**src/core/i2c_target_map.svh**
```systemverilog
// Constants for the I2C target front end: address, timing, capability.
// Included by the main module and the bench; definitions only.
`ifndef I2C_TARGET_MAP_SVH
`define I2C_TARGET_MAP_SVH

`define TGT_ADDR_W        7
`define TGT_DEFAULT_ADDR  7'h2E
`define TGT_RD_BYTE       8'h5D
`define TGT_WR_BYTE       8'h5C
`define BYTE_LAST_BIT     3'h7

`define CORE_CLK_KHZ      25000
`define INIT_TIME_MS      30
`define INIT_CYCLES_DEF   (`INIT_TIME_MS * `CORE_CLK_KHZ)
`define INIT_CNT_W        20

`define SPEED_FAST        2'h0
`define SPEED_FAST_PLUS   2'h1
`define LOC_SET_ZERO      2'h0
`define LOC_SET_FIVE      2'h1
`define LOC_SET_ALL       2'h2
`define CAP_SPEED         `SPEED_FAST
`define CAP_LOC_SET       `LOC_SET_ZERO
`define CAP_GAP_NEED      4'h0
`define CAP_GAP_TIME      8'hFA
`define CAP_RESTART_GAP   8'hFA

`endif

```
**src/core/i2c_target_pkg.sv**
```systemverilog
// Types shared by the I2C target front end.
// Constants live in the map header.
package i2c_target_pkg;

   typedef enum logic [3:0] {
      ST_IDLE, ST_ADDR, ST_ADDR_DEC, ST_ADDR_ACK, ST_WR_BYTE, ST_WR_DEC,
      ST_WR_HOLD, ST_WR_ACK, ST_RD_LOAD, ST_RD_BYTE, ST_RD_ACK, ST_IGNORE
   } tgt_state_e;

   // Gap need bits: [3] wr-after-rd, [2] wr-after-wr, [1] rd-after-wr, [0] rd-after-rd
   typedef struct packed {
      logic [1:0] speed;
      logic [1:0] loc_set;
      logic [3:0] gap_need;
      logic [7:0] gap_time;
      logic [7:0] restart_idle_gap;
   } cap_s;

   typedef struct packed {
      logic [7:0] data;
      logic       first;
   } wr_byte_s;

endpackage

```
**src/core/pin_sync.sv**
```systemverilog
// Two-flop synchroniser for bus pins.
// Assumes inputs are asynchronous to core_clk_i.
`timescale 1ns/1ns
module pin_sync #(
   parameter int W = 2
) (
   input  wire logic         core_clk_i,
   input  wire logic         arst_n_i,
   input  wire logic [W-1:0] async_i,
   output logic      [W-1:0] sync_o
);

   logic [W-1:0] meta;

   // Idle bus level is high, so reset to high
   always_ff @(posedge core_clk_i or negedge arst_n_i) begin
      if (!arst_n_i) begin
         meta   <= '1;
         sync_o <= '1;
      end else begin
         meta   <= async_i;
         sync_o <= meta;
      end
   end

endmodule

```
**src/core/i2c_target.sv**
```systemverilog
// I2C target front end: address match, byte transfer, stretching, interrupt pin.
// Assumes external pull-ups; pins resolved from the enables by the bench.
`timescale 1ns/1ns
`include "i2c_target_map.svh"
module i2c_target #(
   parameter int unsigned INIT_CYCLES = `INIT_CYCLES_DEF
) (
   input  wire logic                       core_clk_i,
   input  wire logic                       arst_n_i,
   input  wire logic                       scl_i,
   output logic                            scl_o,
   output logic                            scl_oe_o,
   input  wire logic                       sda_i,
   output logic                            sda_o,
   output logic                            sda_oe_o,
   input  wire logic                       addr_load_i,
   input  wire logic [`TGT_ADDR_W-1:0]     addr_new_i,
   input  wire logic                       busy_i,
   input  wire logic                       wr_ready_i,
   input  wire logic                       wr_full_i,
   output i2c_target_pkg::wr_byte_s        wr_byte_o,
   output logic                            wr_valid_o,
   output logic                            wr_commit_o,
   output logic                            wr_abort_o,
   output logic                            rd_req_o,
   input  wire logic                       rd_valid_i,
   input  wire logic [7:0]                 rd_data_i,
   input  wire logic                       resp_ready_i,
   input  wire logic [7:0]                 event_i,
   input  wire logic [7:0]                 event_en_i,
   output logic                            response_ready_irq_n_o,
   output logic                            ready_o,
   output logic [`TGT_ADDR_W-1:0]          own_addr_o,
   output i2c_target_pkg::cap_s            cap_o
);

   i2c_target_pkg::tgt_state_e state, next_state;
   logic [1:0]             pin_s;
   logic                   scl_d, sda_d;
   logic [2:0]             cnt, next_cnt;
   logic [7:0]             sh, next_sh;
   logic                   next_sda_oe, next_scl_oe;
   logic                   next_wr_valid, next_commit, next_abort, next_rd_req;
   logic                   wr_open, next_wr_open;
   logic                   first, next_first;
   logic                   mack, next_mack;
   logic [`INIT_CNT_W-1:0] init_cnt;

   pin_sync #(.W(2)) u_sync (
      .core_clk_i (core_clk_i),
      .arst_n_i   (arst_n_i),
      .async_i    ({scl_i, sda_i}),
      .sync_o     (pin_s)
   );

   wire scl_s     = pin_s[1];
   wire sda_s     = pin_s[0];
   wire scl_rise  = scl_s & ~scl_d;
   wire scl_fall  = ~scl_s & scl_d;
   wire start_det = scl_s & scl_d & sda_d & ~sda_s;
   wire stop_det  = scl_s & scl_d & ~sda_d & sda_s;
   wire byte_end  = scl_rise & (cnt == `BYTE_LAST_BIT);
   wire [7:0] byte_in = {sh[6:0], sda_s};
   wire addr_hit  = (sh[7:1] == own_addr_o);
   wire dir_read  = sh[0];
   wire addr_ok   = addr_hit & ready_o & ~busy_i;
   wire init_done = (init_cnt == INIT_CYCLES[`INIT_CNT_W-1:0]);
   wire evt_irq   = |(event_i & event_en_i);

   always_comb begin
      next_state    = state;
      next_cnt      = cnt;
      next_sh       = sh;
      next_sda_oe   = sda_oe_o;
      next_scl_oe   = scl_oe_o;
      next_wr_valid = 1'b0;
      next_commit   = 1'b0;
      next_abort    = 1'b0;
      next_rd_req   = 1'b0;
      next_wr_open  = wr_open;
      next_first    = first;
      next_mack     = mack;
      if (start_det || stop_det) begin
         next_commit  = wr_open;
         next_wr_open = 1'b0;
         next_sda_oe  = 1'b0;
         next_scl_oe  = 1'b0;
         next_cnt     = 3'h0;
         next_state   = start_det ? i2c_target_pkg::ST_ADDR : i2c_target_pkg::ST_IDLE;
      end else begin
         unique case (state)
            i2c_target_pkg::ST_IDLE, i2c_target_pkg::ST_IGNORE: begin
               next_sda_oe = 1'b0;
            end
            i2c_target_pkg::ST_ADDR, i2c_target_pkg::ST_WR_BYTE: begin
               if (scl_rise) begin
                  next_sh  = byte_in;
                  next_cnt = cnt + 3'h1;
               end
               if (byte_end) begin
                  next_state = (state == i2c_target_pkg::ST_ADDR) ?
                               i2c_target_pkg::ST_ADDR_DEC : i2c_target_pkg::ST_WR_DEC;
               end
            end
            i2c_target_pkg::ST_ADDR_DEC: begin
               if (scl_fall) begin
                  next_sda_oe = addr_ok;
                  next_state  = addr_ok ? i2c_target_pkg::ST_ADDR_ACK :
                                          i2c_target_pkg::ST_IGNORE;
               end
            end
            i2c_target_pkg::ST_ADDR_ACK: begin
               if (scl_fall) begin
                  next_sda_oe  = 1'b0;
                  next_first   = 1'b1;
                  next_wr_open = ~dir_read;
                  next_scl_oe  = dir_read;
                  next_rd_req  = dir_read;
                  next_state   = dir_read ? i2c_target_pkg::ST_RD_LOAD :
                                            i2c_target_pkg::ST_WR_BYTE;
               end
            end
            i2c_target_pkg::ST_WR_DEC: begin
               if (scl_fall) begin
                  next_scl_oe = 1'b1;
                  next_state  = i2c_target_pkg::ST_WR_HOLD;
               end
            end
            i2c_target_pkg::ST_WR_HOLD: begin
               if (wr_full_i) begin
                  next_abort   = 1'b1;
                  next_wr_open = 1'b0;
                  next_scl_oe  = 1'b0;
                  next_state   = i2c_target_pkg::ST_IGNORE;
               end else if (wr_ready_i) begin
                  next_wr_valid = 1'b1;
                  next_sda_oe   = 1'b1;
                  next_scl_oe   = 1'b0;
                  next_state    = i2c_target_pkg::ST_WR_ACK;
               end
            end
            i2c_target_pkg::ST_WR_ACK: begin
               if (scl_fall) begin
                  next_sda_oe = 1'b0;
                  next_first  = 1'b0;
                  next_cnt    = 3'h0;
                  next_state  = i2c_target_pkg::ST_WR_BYTE;
               end
            end
            i2c_target_pkg::ST_RD_LOAD: begin
               if (rd_valid_i) begin
                  next_sh     = rd_data_i;
                  next_sda_oe = ~rd_data_i[7];
                  next_scl_oe = 1'b0;
                  next_cnt    = 3'h0;
                  next_state  = i2c_target_pkg::ST_RD_BYTE;
               end
            end
            i2c_target_pkg::ST_RD_BYTE: begin
               if (scl_fall) begin
                  next_sh     = {sh[6:0], 1'b1};
                  next_cnt    = cnt + 3'h1;
                  next_sda_oe = (cnt == `BYTE_LAST_BIT) ? 1'b0 : ~sh[6];
                  if (cnt == `BYTE_LAST_BIT) begin
                     next_state = i2c_target_pkg::ST_RD_ACK;
                  end
               end
            end
            i2c_target_pkg::ST_RD_ACK: begin
               if (scl_rise) begin
                  next_mack = ~sda_s;
               end
               if (scl_fall) begin
                  next_scl_oe = mack;
                  next_rd_req = mack;
                  next_state  = mack ? i2c_target_pkg::ST_RD_LOAD :
                                       i2c_target_pkg::ST_IGNORE;
               end
            end
            default: next_state = i2c_target_pkg::ST_IDLE;
         endcase
      end
   end

   always_ff @(posedge core_clk_i or negedge arst_n_i) begin
      if (!arst_n_i) begin
         state    <= i2c_target_pkg::ST_IDLE;
         scl_d    <= 1'b1;
         sda_d    <= 1'b1;
         cnt      <= 3'h0;
         sh       <= 8'h00;
         wr_open  <= 1'b0;
         first    <= 1'b0;
         mack     <= 1'b0;
         sda_oe_o <= 1'b0;
         scl_oe_o <= 1'b0;
      end else begin
         state    <= next_state;
         scl_d    <= scl_s;
         sda_d    <= sda_s;
         cnt      <= next_cnt;
         sh       <= next_sh;
         wr_open  <= next_wr_open;
         first    <= next_first;
         mack     <= next_mack;
         sda_oe_o <= next_sda_oe;
         scl_oe_o <= next_scl_oe;
      end
   end

   always_ff @(posedge core_clk_i or negedge arst_n_i) begin
      if (!arst_n_i) begin
         wr_valid_o  <= 1'b0;
         wr_byte_o   <= '0;
         wr_commit_o <= 1'b0;
         wr_abort_o  <= 1'b0;
         rd_req_o    <= 1'b0;
      end else begin
         wr_valid_o  <= next_wr_valid;
         wr_byte_o   <= next_wr_valid ? i2c_target_pkg::wr_byte_s'{data: sh, first: first} :
                                        wr_byte_o;
         wr_commit_o <= next_commit;
         wr_abort_o  <= next_abort;
         rd_req_o    <= next_rd_req;
      end
   end

   always_ff @(posedge core_clk_i or negedge arst_n_i) begin
      if (!arst_n_i) begin
         init_cnt <= '0;
         ready_o  <= 1'b0;
      end else begin
         init_cnt <= init_done ? init_cnt : init_cnt + `INIT_CNT_W'(1);
         ready_o  <= init_done;
      end
   end

   always_ff @(posedge core_clk_i or negedge arst_n_i) begin
      if (!arst_n_i) begin
         own_addr_o <= `TGT_DEFAULT_ADDR;
      end else if (addr_load_i) begin
         own_addr_o <= addr_new_i;
      end
   end

   always_ff @(posedge core_clk_i or negedge arst_n_i) begin
      if (!arst_n_i) begin
         response_ready_irq_n_o <= 1'b1;
      end else begin
         response_ready_irq_n_o <= ~(resp_ready_i | evt_irq);
      end
   end

   always_ff @(posedge core_clk_i or negedge arst_n_i) begin
      if (!arst_n_i) begin
         cap_o <= '{speed: `CAP_SPEED, loc_set: `CAP_LOC_SET, gap_need: `CAP_GAP_NEED,
                    gap_time: `CAP_GAP_TIME, restart_idle_gap: `CAP_RESTART_GAP};
         scl_o <= 1'b0;
         sda_o <= 1'b0;
      end else begin
         cap_o <= cap_o;
         scl_o <= 1'b0;
         sda_o <= 1'b0;
      end
   end
endmodule

```
**config.mk**
```make
export PLATFORM = sky130hd
export DESIGN_NAME = i2c_target
export DESIGN_NICKNAME = d
export VERILOG_FILES = /design/src/core/i2c_target_pkg.sv /design/src/core/pin_sync.sv /design/src/core/i2c_target.sv
export VERILOG_INCLUDE_DIRS = /design/src /design/src/core
export SDC_FILE = /design/constraint.sdc
export NUM_CORES = 1
export LEC_CHECK = 0
export ABC_AREA = 1
export BUFFER_PORTS_ARGS = -buffer_cell sky130_fd_sc_hd__buf_2
export CAP_MARGIN = 40
export CORE_MARGIN = 1.5
export CORE_UTILIZATION = 54
export CTS_CLUSTER_DIAMETER = 60
export DETAILED_ROUTE_END_ITERATION = 12
export PLACE_DENSITY = 0.8
export SLEW_MARGIN = 20
export SYNTH_ARGS = -nofsm -noshare
export SYNTH_HDL_FRONTEND = slang
export SYNTH_SLANG_ARGS = --single-unit
```
**constraint.sdc**
```tcl
create_clock -name core_clk_i -period 2.2 [get_ports core_clk_i]
set_input_delay 0.44 -clock core_clk_i [delete_from_list [all_inputs] [get_ports core_clk_i]]
set_output_delay 0.44 -clock core_clk_i [all_outputs]
set_load 0.02 [all_outputs]
```
# After elaboration in Yosys (flattened, before gate mapping)
# Index checks and enable logic that the tools add are counted.
[word_totals]
out_inout_bits = 50
wordCells = 163
inputBits = 41
regBits = 68
[op_classes]
muxes = 62
addsub = 2
n_reduce_logical = 20
n_eq_ne = 35
n_bitwise = 22
[ops]
columns = ["op", "count"]
rows = [
  ["$mux 4", 14],
  ["$pmux 4 s10", 1],
  ["$ne 3x3->1 const B", 13],
  ["$mux 1", 30],
  ["$mux 8", 3],
  ["$pmux 8 s3", 1],
  ["$add 20x1->20 const B", 1],
  ["$eq 20x20->1 const B", 1],
  ["$mux 3", 6],
  ["$eq 4x3->1 const B", 4],
  ["$eq 4x4->1 const B", 4],
  ["$ne 2x2->1 const B", 6],
  ["$pmux 3 s4", 1],
  ["$reduce_and 11->1", 1],
  ["$and 1x1->1", 10],
  ["$not 1->1", 10],
  ["$reduce_and 5->1", 2],
  ["$and 8x8->8", 1],
  ["$eq 4x2->1 const B", 2],
  ["$reduce_or 8->1", 1],
  ["$eq 7x7->1", 1],
  ["$reduce_and 7->1", 1],
  ["$reduce_bool 7->1", 1],
  ["$pmux 1 s2", 3],
  ["19 further kinds", 23],
]

# Logic depth before layout (Yosys ltp)
[logic_depth]
depth_word = 7
mapped_depth = 12
ltp_nobuf = 11

# Modules after synthesis
# From an unflattened synthesis, not the netlist that was laid out.
[unflattened]
cells_unflattened = 488
hier_area_um2 = 3787.4
[by_module_without_submodules]
columns = ["mod", "area_each_um2", "n_inst", "cells_per_inst"]
rows = [
  ["i2c_target", 3682.3, 1, 484],
  ["pin_sync", 105.1, 1, 4],
]

# Least setup slack after synthesis
# Ideal clock, no wire load.
[synth_path]
path_kind = "register -> register"
from = "register u_sync.sync_o[0]"
to = "register sh[6]"
path_buffers = 1
arrival_time_ns = 1.457
slack_ns = 0.619
required_time_ns = 2.077
stages_incl_launch_ff = 11
path_cell_list = "dfstp_2 > inv_1 > nand2_1 > nand2_1 > nand2_4 > inv_1 > o21ai_2 > nand4_4 > buf_6 > nand2_2 > o21ai_2"
[synth_between]
elab_chain_len = 5
elab_cells_between_ends = 6
[synth_lines]
columns = ["element", "line_no", "text"]
rows = [
  ["start: declaration", "pin_sync.sv:10", "output logic [W-1:0] sync_o"],
  ["start signal: assignment", "pin_sync.sv:22", "sync_o <= meta;"],
  ["$not 1->1", "i2c_target.sv:60", "wire start_det = scl_s & scl_d & sda_d & ~sda_s;"],
  ["$and 1x1->1", "i2c_target.sv:60", ""],
  ["$logic_or 1x1->1 *", "i2c_target.sv:83", "if (start_det || stop_det) begin"],
  ["$not 1->1 (no source line) *", "--", ""],
  ["$reduce_and 5->1 (no source line) *", "--", ""],
  ["end signal: assignment", "i2c_target.sv:202", "sh <= next_sh;"],
  ["end: declaration", "i2c_target.sv:41", "logic [7:0] sh, next_sh;"],
]
# Mark *: on every way between the ends. The rest lies on a longest branch, timed or not.
# A chain may end at the register's enable or synchronous reset.

# Worst setup path in the final report
[layout_path]
from = "register u_sync.sync_o[0]"
to = "register sh[7]"
# Same word-level chain as after synthesis.

==> results.toml <==
[synthesis]
syn_area_per_cell_um2 = 7.94
synth.distinct_cells = 35
synth_top_cell_area_share_pct = 36.2
synth_largest_area_cell = "dfrtp_1"
synth-edff-count = 0
ys_warn_count = 0
syn_area_mm2 = 0.00394
ys_seq_area_share_pct = 43.6
ys_async_sr_fraction_pct = 100
syn-instance-count = 496
ys_top_cells_by_area = "dfrtp_1 (36%), nand2_1 (12%), dfstp_2 (7.3%), inv_1 (6.0%), buf_4 (5.0%)"
ys.flop_type = "dfrtp_1"
ys_seq_elements = 68

[place]
post-dp-hpwl_um = 6100
post_dp_cell_area_mm2 = 0.00424
dp.cells = 648
pre_cts_ws_ps = 358
gp_congestion = 0.982
io_buffer_count = 64

[sta]
hold_viol_final = 0
rsz0062_at_grt = "no"
postLayoutSetupSlackWorst_ps = 330
max_freq_mhz = 535
fin_crit_sh_pct = 85.0
setup_viol = 0
tightest_slew_ps = 554
clock_skew_ps = 13.7
slew_viol_final = 0
fin_crit_ps = 1870
tns_ps = 0
hold_slack_ps = 57.2
max_slew_margin_pct = 63.0

[cells_and_area]
syn_to_final_growth_pct = 12.9
layout.cells.non_filler = 664
drive_gt1_share_pct = 25.0
finalNetCount = 608
fillCellCount = 640
diodes = 0
final_area_mm2 = 0.00445
final_util_pct = 64.4

[clocking]
cts.clk_slew.worst_paths_ps = 90
post-cts-setup-buffers = 0
htreeDepth = 3
root_buffer = "clkbuf_8"
cts_buffer_depth = 2
cts_tree = "built"
cts_buffers = 9
cts.sinks = 68
ctsHoldBuffers = 0
clk_latency_ps = 360
cts-resized-gates = 0

[die]
dieArea_mm2 = 0.00782
die_w_um = 88.4
ios = 91
die_height_um = 88.4
initial_core_util_pct = 57.0
fp-row-count = 30
core_area_mm2 = 0.00691

[worst_setup_path]
worst-setup-path-type = "flip-flop to flip-flop"
cp.required_ps = 2440
setup.worst_path.end_class = "flip-flop"
crit_fanout = 16
cp_data_arrival_time_ps = 2110
cp-start-kind = "flip-flop"

[power]
ir_drop_mv = 0.418
leakage_nw = 2.38
power-per-cell-area_mw_per_mm2 = 1010
total_power_mw = 4.50

[drt]
detail_route.wl_per_cell_um = 12.1
totalWireLength_um = 8040
dr.first_iter.drc_count = 220
ant_nets = 0
drc_errors = 0
avgViaCountPerCell = 4.91
vias = 3261
firstDrtPassIters = 5

[grt]
grt_max_degree = 46
grt_pass1_vias = 3031
track_usage_pct = 22.8
grt.overflow.total = 0
grt_pass1_wl_um = 13600
antenna_found_initial = 0

[flow_run]
maxCapViolCount = 0

[outcome]
outcome = "completed"

[min_path]
hold_path_class = "primary input to asynchronous set/reset pin"
==> logic make-up after synthesis <==
group                      synth area share [%]
DFF                                        43.6
buffers and inverters                      12.9
AOI/OAI and AO/OA                          10.3
xor gates and xnor gates                   4.22
adders and majority gates                  1.27
and+or+nand+nor                            27.3
muxes                                     0.286
other                                     0.191
==> path summary, 6_finish.rpt <==
check | from | endpoint | slack [ps] | depth (start not counted)
min in group core_clk_i | scl_i | u_sync.meta[1] | 190 | 1
min | arst_n_i | wr_byte_o[4] | 60 | 1
max | u_sync.sync_o[0] | sh[7] | 330 | 9
max reg2reg | u_sync.sync_o[0] | sh[7] | 330 | 9
min reg2reg | u_sync.meta[0] | u_sync.sync_o[0] | 360 | 0
max in group asynchronous | arst_n_i | sda_d | 1440 | 2
==> critical path, cell delays in order (launching register included) <==
cell	delay (ps)
dfstp_2	550
inv_1	60
nand2_1	70
nand2_1	90
nand2_4	130
inv_1	140
o21ai_2	180
nand4_4	290
nand2_1	180
o21ai_2	70
==> synth_stat cells, types with 3 or more instances <==
cell type / count
a21oi_1: 5
buf_4: 26
buf_6: 4
dfrtp_1: 57
dfstp_2: 11
ha_1: 4
inv_1: 63
inv_2: 4
nand2_1: 122
nand2_2: 10
nand3_1: 26
nand3_2: 3
nand4_1: 9
nor2_1: 40
nor2_2: 7
nor3_1: 6
nor4_1: 6
o21ai_0: 31
o21ai_1: 6
o21ai_2: 19
xnor2_1: 4
xor2_1: 15
==> power by group <==
group          switching [mW]  total [mW]  internal [mW]  leakage [nW]
Sequential              0.168        1.62           1.46         0.869
Clock                   0.525        1.09          0.562        0.0991
Combinational            1.20        1.79          0.593          1.41
Total                    1.89        4.50           2.61          2.38
==> layout by cell type, fill, tap and decap left out, types with 11 or more instances in the layout <==
| cell | instances |
|---|---|
| o21ai_2 | 19 |
| nand3_1 | 26 |
| inv_1 | 63 |
| o21ai_0 | 31 |
| nor2_1 | 40 |
| nand2_1 | 122 |
| dfrtp_1 | 57 |
| dfstp_2 | 11 |
| conb_1 | 26 |
| buf_2 | 64 |
| xor2_1 | 15 |
==> layout make-up <==
type	instances	area, um2	share of cell area (%)
multi-input cells	351	1800	40.6
flip-flops and latches	68	1720	38.6
repair buffers	66	348	7.82
inverters	67	251	5.65
clock buffers	10	138	3.09
well taps	96	120	2.70
clock inverters	6	71.3	1.60
==> per-layer routing <==
layer | GRT usage [%] | routed length [um] | vias to the layer above
li1 | - | - | 1660
met1 | 30.3 | 3700 | 1489
met2 | 36.3 | 3800 | 101
met3 | 4.66 | 422 | 11
met4 | 9.80 | 121 | 0
met5 | 0 | 0 | -
==> flip-flops by register name, indices dropped and copies added, names as in the netlist, 2 cells and up <==
signal and cells:
u_sync.meta 2, wr_byte_o 9, u_sync.sync_o 2, sh 8
init_cnt 20, state 4, cnt 3, own_addr_o 7
Power figures use the tool's default switching activity.
